**src/gcb_cfg.svh**
```systemverilog
// Constants of the global clock driver array
`ifndef GCB_CFG_SVH
`define GCB_CFG_SVH
`define GCB_LANES 16
`define GCB_CLK_PERIOD_NS 40
`define GCB_LOW 1'b0
`define GCB_HIGH 1'b1
`define GCB_PAIR_XOR 1
`endif

```
**src/gcb_pkg.sv**
```systemverilog
// Types shared by the global clock driver array
package gcb_pkg;

  typedef enum logic [1:0] {
    GCB_MODE_OFF,
    GCB_MODE_BUF,
    GCB_MODE_GATE,
    GCB_MODE_MUX
  } gcb_mode_t;

  typedef enum logic [1:0] {
    GCB_SRC_PAD,
    GCB_SRC_MGR,
    GCB_SRC_LOCAL,
    GCB_SRC_NONE
  } gcb_src_t;

  typedef enum logic [1:0] {
    GCB_MX_START,
    GCB_MX_FIRST,
    GCB_MX_RUN,
    GCB_MX_HOLD
  } gcb_mux_st_t;

  typedef struct packed {
    gcb_mode_t mode;
    logic falling;
    gcb_src_t first_src;
    gcb_src_t second_src;
  } gcb_cfg_t;

  typedef struct packed {
    logic prev_a;
    logic prev_b;
    logic pass;
    logic sel;
    gcb_mux_st_t st;
    logic out;
  } gcb_lane_t;

endpackage

```
**src/gcb_top.sv**
```systemverilog
// Array of global clock drivers: plain, gated and glitch-free switching
//
// How it works
// - Sixteen lanes, each a plain, gated or switching global driver.
// - Each clock input picks a pad, clock manager or local source.
// - Plain mode forwards the input clock unchanged to the output.
// - Lanes configured off hold their output static Low.
// - Falling option swaps edges and levels of gated and switching lanes, not enable or select levels.
// - Enable High before a rising edge passes that whole pulse.
// - Enable Low before a rising edge blocks the pulse, output Low.
// - Enable changes while the input clock is High are ignored.
// - Select Low routes first_clock_in, High routes second_clock_in.
// - Switching never yields a phase shorter than either input's phases.
// - Select changes wait while the current clock is High.
// - Output held Low until the next clock falls, then it drives.
// - Clocks may be asynchronous; select must settle before rising edges.
`timescale 1ns/1ps
`include "gcb_cfg.svh"

module gcb_top (
  input wire logic CLK_I,
  input wire logic SRST_I,
  input wire logic [`GCB_LANES-1:0] PAD_CLK_I,
  input wire logic [`GCB_LANES-1:0] MGR_CLK_I,
  input wire logic [`GCB_LANES-1:0] LOCAL_CLK_I,
  input wire gcb_pkg::gcb_cfg_t [`GCB_LANES-1:0] LANE_CFG_I,
  input wire logic [`GCB_LANES-1:0] ENABLE_I,
  input wire logic [`GCB_LANES-1:0] SELECT_I,
  output logic [`GCB_LANES-1:0] GLOBAL_CLK_O
);

  // Every clock input is a level sampled on CLK_I, so each lane answers
  // one CLK_I cycle late and only sees phases of one CLK_I period or more.
  // A source must run below half the CLK_I rate or it aliases.
  // Configuration is static: changing a lane's mode or edge while
  // running may cut one output phase short.

  localparam gcb_pkg::gcb_lane_t LANE_RST = '{
    prev_a: `GCB_LOW,
    prev_b: `GCB_LOW,
    pass: `GCB_LOW,
    sel: `GCB_LOW,
    st: gcb_pkg::GCB_MX_START,
    out: `GCB_LOW
  };

  // Each lane keeps the last samples of both inputs, the latched enable,
  // the latched select, the switching state and the output level, which
  // drives its pin directly
  gcb_pkg::gcb_lane_t [`GCB_LANES-1:0] lane_reg;
  gcb_pkg::gcb_lane_t [`GCB_LANES-1:0] lane_next;

  // Source choice is shared by both clock inputs of every lane
  function automatic logic pick_src(input gcb_pkg::gcb_src_t src,
                                    input logic pad, input logic mgr,
                                    input logic loc);
    case (src)
      gcb_pkg::GCB_SRC_PAD: pick_src = pad;
      gcb_pkg::GCB_SRC_MGR: pick_src = mgr;
      gcb_pkg::GCB_SRC_LOCAL: pick_src = loc;
      // An unconnected source reads as a quiet Low
      default: pick_src = `GCB_LOW;
    endcase
  endfunction

  // Current and next clock swap roles with the latched select
  function automatic logic sel_pick(input logic sel, input logic x,
                                    input logic y);
    sel_pick = sel ? y : x;
  endfunction

  // A fall is a High sample followed by a Low sample
  function automatic logic saw_fall(input logic prev, input logic now);
    saw_fall = prev & ~now;
  endfunction

  // Switching state machine of one lane in the rising-edge frame
  function automatic gcb_pkg::gcb_lane_t mux_step(
      input gcb_pkg::gcb_lane_t cur_st, input logic a, input logic b,
      input logic s);
    gcb_pkg::gcb_lane_t nx;
    logic cur;
    logic cur_prev;
    logic nxt;
    logic nxt_prev;
    nx = cur_st;
    cur = sel_pick(cur_st.sel, a, b);
    cur_prev = sel_pick(cur_st.sel, cur_st.prev_a, cur_st.prev_b);
    nxt = sel_pick(cur_st.sel, b, a);
    nxt_prev = sel_pick(cur_st.sel, cur_st.prev_b, cur_st.prev_a);
    case (cur_st.st)
      // Latch the select once, after reset or on entering mux mode
      gcb_pkg::GCB_MX_START: begin
        nx.sel = s;
        nx.st = gcb_pkg::GCB_MX_FIRST;
        nx.out = `GCB_LOW;
      end
      gcb_pkg::GCB_MX_FIRST: begin
        nx.out = `GCB_LOW;
        // Driving only after a full fall avoids a short first phase
        if (saw_fall(cur_prev, cur)) begin
          nx.st = gcb_pkg::GCB_MX_RUN;
        end
      end
      gcb_pkg::GCB_MX_RUN: begin
        // A change seen while High waits for the Low phase
        if ((s != cur_st.sel) && !cur) begin
          nx.st = gcb_pkg::GCB_MX_HOLD;
          nx.out = `GCB_LOW;
        end else begin
          nx.out = cur;
        end
      end
      gcb_pkg::GCB_MX_HOLD: begin
        // Handing over only on a fall of the new clock keeps every
        // output phase at least as long as an input phase
        nx.out = `GCB_LOW;
        if (saw_fall(nxt_prev, nxt)) begin
          nx.sel = !cur_st.sel;
          nx.st = gcb_pkg::GCB_MX_RUN;
        end
      end
      default: begin
        nx.st = gcb_pkg::GCB_MX_START;
        nx.out = `GCB_LOW;
      end
    endcase
    mux_step = nx;
  endfunction

  // Falling variant works on inverted clocks, enable/select untouched
  function automatic logic norm_clk(input logic lvl, input logic falling);
    norm_clk = lvl ^ falling;
  endfunction

  // Gated driver: enable is latched only while the clock is Low
  function automatic gcb_pkg::gcb_lane_t gate_step(
      input gcb_pkg::gcb_lane_t cur_st, input logic a, input logic en);
    gcb_pkg::gcb_lane_t nx;

    nx = cur_st;
    // Freezing the enable over the High phase avoids runt pulses
    nx.pass = a ? cur_st.pass : en;
    nx.out = a & cur_st.pass;
    // Switching state rests so a later mux mode resamples select
    nx.st = gcb_pkg::GCB_MX_START;
    gate_step = nx;
  endfunction

  // One lane for one cycle; output comes back in the lane's own sense
  function automatic gcb_pkg::gcb_lane_t lane_step(
      input gcb_pkg::gcb_lane_t cur_st, input gcb_pkg::gcb_cfg_t cfg,
      input logic raw_a, input logic raw_b, input logic en,
      input logic s);
    gcb_pkg::gcb_lane_t nx;
    logic a;
    logic b;

    a = norm_clk(raw_a, cfg.falling);
    b = norm_clk(raw_b, cfg.falling);
    nx = LANE_RST;
    case (cfg.mode)
      gcb_pkg::GCB_MODE_BUF: begin
        // No state: the plain driver forwards the raw level
        nx.out = raw_a;
      end
      gcb_pkg::GCB_MODE_GATE: begin
        nx = gate_step(cur_st, a, en);
        nx.out = norm_clk(nx.out, cfg.falling);
      end
      gcb_pkg::GCB_MODE_MUX: begin
        nx = mux_step(cur_st, a, b, s);
        nx.out = norm_clk(nx.out, cfg.falling);
      end
      default: begin
        // Unused branches stay static to save power
        nx = LANE_RST;
      end
    endcase
    nx.prev_a = a;
    nx.prev_b = b;
    lane_step = nx;
  endfunction

  always_comb begin
    logic raw_a;
    logic raw_b;
    int j;

    raw_a = `GCB_LOW;
    raw_b = `GCB_LOW;
    j = 0;
    lane_next = lane_reg;
    for (int i = 0; i < `GCB_LANES; i++) begin
      // Second input comes from the paired neighbour lane
      j = i ^ `GCB_PAIR_XOR;
      raw_a = pick_src(LANE_CFG_I[i].first_src, PAD_CLK_I[i],
                       MGR_CLK_I[i], LOCAL_CLK_I[i]);
      raw_b = pick_src(LANE_CFG_I[i].second_src, PAD_CLK_I[j],
                       MGR_CLK_I[j], LOCAL_CLK_I[j]);
      lane_next[i] = lane_step(lane_reg[i], LANE_CFG_I[i], raw_a, raw_b,
                               ENABLE_I[i], SELECT_I[i]);
    end
  end

  // Synchronous reset clears every lane to a quiet Low
  always_ff @(posedge CLK_I) begin
    if (SRST_I) begin
      lane_reg <= {`GCB_LANES{LANE_RST}};
    end else begin
      lane_reg <= lane_next;
    end
  end

  // Pins come straight from the out field of each lane register
  always_comb begin
    for (int i = 0; i < `GCB_LANES; i++) begin
      GLOBAL_CLK_O[i] = lane_reg[i].out;
    end
  end

endmodule // gcb_top

```
**config.mk**
```make
export PLATFORM = sky130hd
export DESIGN_NAME = gcb_top
export DESIGN_NICKNAME = d
export VERILOG_FILES = /design/src/gcb_pkg.sv /design/src/gcb_top.sv
export VERILOG_INCLUDE_DIRS = /design/src
export SDC_FILE = /design/constraint.sdc
export NUM_CORES = 1
export LEC_CHECK = 0
export ABC_AREA = 1
export BUFFER_PORTS_ARGS = -buffer_cell sky130_fd_sc_hd__buf_4
export CORE_ASPECT_RATIO = 0.9
export CORE_MARGIN = 2
export CORE_UTILIZATION = 40
export DETAILED_ROUTE_END_ITERATION = 12
export GPL_ROUTABILITY_DRIVEN = 0
export GPL_TIMING_DRIVEN = 0
export HOLD_SLACK_MARGIN = 0.08
export PLACE_DENSITY = 0.62
export REMOVE_ABC_BUFFERS = 1
export SLEW_MARGIN = 20
export SYNTH_ARGS = -nofsm -noshare
export SYNTH_HDL_FRONTEND = slang
export SYNTH_SLANG_ARGS = --single-unit
```
**constraint.sdc**
```tcl
create_clock -name CLK_I -period 1.8 [get_ports CLK_I]
set_input_delay 0.18 -clock CLK_I [delete_from_list [all_inputs] [get_ports CLK_I]]
set_output_delay 0.18 -clock CLK_I [all_outputs]
set_load 0.005 [all_outputs]
```
==> Word-level counts from Yosys, hierarchy flattened <==
Cells that the tools add are included.
{ "word_totals": {"input_bits": 194, "ff_bits": 112} }
{ "classes": {"n_eq_ne": 256, "reduce_logical": 144, "bitwise_logic": 176, "n_mux": 256} }
{ "op_table": {"columns": ["op", "n"], "rows": [
  ["equality test 2 bit, second input constant", 96],
  ["case mux 3 bit (4 select lines)", 16],
  ["inequality test 3 bit, second input constant", 48],
  ["case mux 1 bit (3 select lines)", 48],
  ["equality test 2 x 1 -> 1 bit, second input constant", 64],
  ["case mux 4 bit (2 select lines)", 16],
  ["logical NOT 2 bit", 48],
  ["2-to-1 mux 1 bit", 96],
  ["2-to-1 mux 3 bit", 32],
  ["AND reduction 3 bit", 32],
  ["2-to-1 mux 2 bit", 32],
  ["NOT 1 bit", 64],
  ["XOR 1 bit", 64],
  ["AND 1 bit", 48],
  ["inequality test 3 x 1 -> 1 bit, second input constant", 16],
  ["logical NOT 1 bit", 32],
  ["inequality test 2 bit, second input constant", 16],
  ["case mux 1 bit (2 select lines)", 16],
  ["AND reduction 2 bit", 16],
  ["logical AND 1 bit", 16],
  ["inequality test 1 bit", 16]
]} }

==> Logic depth before layout (Yosys ltp) <==
{ "depth": {"word_depth": 11, "mapped_depth": 14} }

==> Worst setup path after synthesis <==
Ideal clock, no wire load.
{ "synth_timing": {"kind": "register -> register", "startpoint": "reg lane_reg[15] (netlist name)", "endpoint": "reg lane_reg, in the netlist GLOBAL_CLK_O[2]", "stages_incl_launch_ff": 8, "synth_period_minus_slack_ps": 1352, "arrival_time_ps": 1238, "setup_time_ps": 115, "slack_ps": 448, "cell_sequence": "dfxtp_1 inv_1 ha_1 or2_0 nand3b_1 nand3_1 nand2_1 o21a_1"} }
{ "synth_via": {"elab_chain_cells": 5, "elab_cells_between_ends": 8, "classes_between": "eq/ne: 3; mux: 3; bitwise: 1; reduce/logical: 1"} }
{ "synth_rtl": {"columns": ["element", "line_no", "source"], "rows": [
  ["from (decl)", "gcb_top.sv:50", "gcb_pkg::gcb_lane_t [`GCB_LANES-1:0] lane_reg;"],
  ["from (signal assigned)", "gcb_top.sv:209", "lane_reg <= {`GCB_LANES{LANE_RST}};"],
  ["from (signal assigned)", "gcb_top.sv:211", "lane_reg <= lane_next;"],
  ["equality test 2 bit, or another cell as far along", "gcb_top.sv:91", "case (cur_st.st)"],
  ["case mux 3 bit (4 select lines) (*)", "gcb_top.sv:91", null],
  ["2-to-1 mux 3 bit (*)", "gcb_top.sv:162", "case (cfg.mode)"],
  ["XOR 1 bit (*)", "gcb_top.sv:133", "norm_clk = lvl ^ falling;"],
  ["case mux 1 bit (3 select lines) (*)", "gcb_top.sv:162", null]
]} }
Mark *: on every way between the ends. The rest lies on a longest branch, timed or not. The select of a mux whose other input is x is not followed.
A chain may end at the register's enable or synchronous reset.

==> Worst setup path after layout <==
Ends and elaborated chain as after synthesis.

==> out/summary.txt <==
first-pass GRT wire length: 37.8 mm
routing usage on met2: 0.337
Slew Limit Fails: 0
crit path max fanout: 3
chip height: 145 µm
RSZ-0062 raised after global routing: false
Worst Path Arrival: 1.73 ns
peak supply drop: 0.360 mV
max reg flops: 96
min-delay src: ENABLE_I[13]
Crit. Startpoint: lane_reg[15]$_SDFFE_PP0P_
Req. time, crit path: 2.06 ns
Non-Filler Instances: 1,981
CTS max path bufs: 2
Rows: 51
layout cells sized above 1: 0.167
Final #Nets: 1,899
DR WL/cell: 11.2 µm
grt ovf: 0
Crit. End Element: flip-flop
Slew HR: 0.579
Final HPWL DP: 17.7 mm
final antenna-violating net count: 0
I/O Pins: 210
Avg Vias per Cell: 4.85
outcome: completed
Initial Util: 0.408
register area share after synthesis: 0.254
antenna violations before repair: 0
largest net degree at the start of global routing: 70
FF+latch count, synth: 112
fin crit share: 0.816
clk sinks: 112
Final Hold Viols: 0
cell taking the most area after synthesis: dfxtp_1
Reg clk slew, reported paths: 0.08 ns
Reg area: 2240 µm²
GR Util met3: 0.0440
Final Core Density: 0.506
Max H-tree Level: 3
Setup Skew: 0.00842 ns
Critical Path Start Type: flip-flop
CP max stage cell: dfxtp_1
Leak Pwr: 5.95 nW
Cell Pwr Density: 605 nW/µm²
top cells by area, synth: dfxtp_1 (25%), nand3_1 (17%), nand2_1 (16%)
crit path kind: reg2reg
Ant. Diodes: 0
Post-synth EDFFs: 0
Main synth FF type: dfxtp_1
vias in the first global route: 8,856
GRT Overall Usage: 0.189
FF-to-FF Start: lane_reg[15]$_SDFFE_PP0P_
Synth Warn #: 0
max_cap viols: 0
multi-input logic area: 5400 µm²
crit-path max cell delay: 0.36 ns
Post-route DRC: 0
Slew @ Worst Pin: 0.632 ns
clock root buffer: clkbuf_16
top achievable clock speed: 680 MHz
busiest grt layer: met2
Setup Viol. Count Final: 0
Hold Crit Class: in2reg
Synth cell types: 36
Worst-Skew Late Latency: 0.36 ns
post-CTS setup buffer count: 0
Final Power: 6.65 mW
Inst Count DP: 1,958
CTS tree: done
Avg Synthesized Cell Area: 5.91 µm²
mapped cell area: 8840 µm²
Initial DRC Count: 424
CTS Buf Count: 9
share of the synthesized area in the top cell type: 0.254
die width: 161 µm
vias: 9,615
hold slack: 0.0916 ns
DRT Wirelength: 22.2 mm
GRT met1 Usage: 0.236
Core Region: 21,700 µm²
first drt pass iteration count: 5
Final min period: 1.47 ns
Fill cells: 2,247
Layout area overhead: 24.3%
Syn Inst Count: 1,495
die area: 23,300 µm²
Port Buffers: 209
crit-path cells: inv_1 -> ha_1 -> or2_0 -> nand3b_1 -> nand3_1 -> nand2_1 -> o21a_1
Post-synth ARST share: 0
Sum Neg Setup Slack: 0 ns
==> report_power, final <==
group	internal, mW	leakage [nW]	switching, mW
Sequential	2.62	0.922	0.101
Combinational	0.711	4.87	0.902
Clock	1.28	0.166	1.03
Total	4.61	5.95	2.03
==> final timing paths <==
kind | endpoint | slack [ns] | cells after the start
setup / recovery | GLOBAL_CLK_O[2]$_SDFF_PP0_ | 0.33 | 7
hold / removal | lane_reg[95]$_SDFFE_PP0P_ | 0.09 | 3
setup reg to reg | GLOBAL_CLK_O[2]$_SDFF_PP0_ | 0.33 | 7
hold reg to reg | lane_reg[95]$_SDFFE_PP0P_ | 0.50 | 2
==> Yosys cell counts, drive strengths merged, types with 9 or more instances <==
| cell | count |
|---|---|
| a21oi | 86 |
| buf | 23 |
| clkbuf | 14 |
| dfxtp | 112 |
| ha | 20 |
| inv | 263 |
| nand2 | 392 |
| nand3 | 325 |
| nand3b | 17 |
| nand4 | 20 |
| nor2 | 104 |
| o211ai | 18 |
| o21ai | 58 |
| o21bai | 9 |
| xnor2 | 11 |
==> metrics by stage <==
step / area, µm² / setup WS (ns)
6_report: 11000 / 0.330
5_1_grt: 11000 / 0.225
4_1_cts: 11000 / 0.179
3_5_place_dp: 10600 / -0.578
3_3_place_gp: 10600 / -1.39
2_1_floorplan: 8640 / 0.448
==> cell usage in the layout, fill, tap and decap left out, types with 11 or more instances in the layout <==
master	synthesis	routed
nand3_2	26	26
nand2_2	17	17
ha_1	20	20
nand4_1	20	20
o211ai_1	17	17
nand3_1	298	298
buf_4	16	208
a21oi_1	86	86
xnor2_1	11	11
o21ai_1	12	12
o21ai_0	46	46
nor2_1	104	104
inv_1	261	261
nand2_1	373	373
dfxtp_1	112	112
==> worst max-delay path: cells and delay by family, from the launching register on <==
family / cells / cell delay, ns
adder cells (fa/ha/maj): 1 / 0.20
AO/OA/AOI/OAI: 1 / 0.16
AND/OR/NAND/NOR: 4 / 0.56
flip-flops: 1 / 0.36
buffers and inverters: 1 / 0.09
==> logic make-up (layout without fill, tap and decap cells) <==
family,Yosys count,after routing,synth area share
DFF,112,112,0.254
AOI/OAI and AO/OA,176,176,0.109
adders and majority gates,20,20,0.0283
and+or+nand+nor,869,869,0.458
xor gates and xnor gates,16,16,0.0158
buffers and inverters,302,497,0.136
==> timing repair <==
item	in CTS	in global routing
hold endpoints to repair	6	0
resized for setup	1	1
setup endpoints to repair	42	1
hold buffers	7	0
==> area by class of cell <==
class,count,area share
Inverter,265,0.0910
Clock inverter,6,0.00888
Tap cell,291,0.0331
Timing Repair Buffer,216,0.150
Sequential cell,112,0.204
Multi-Input combinational cell,1081,0.492
Clock buffer,10,0.0218
==> routing by layer <==
metal | wire length [µm] | up-vias
met1 | 10300 | 4214
met3 | 1150 | 10
met5 | 0 | -
li1 | - | 5192
met2 | 10500 | 199
met4 | 189 | 0
(Power assumes the default switching activity.)
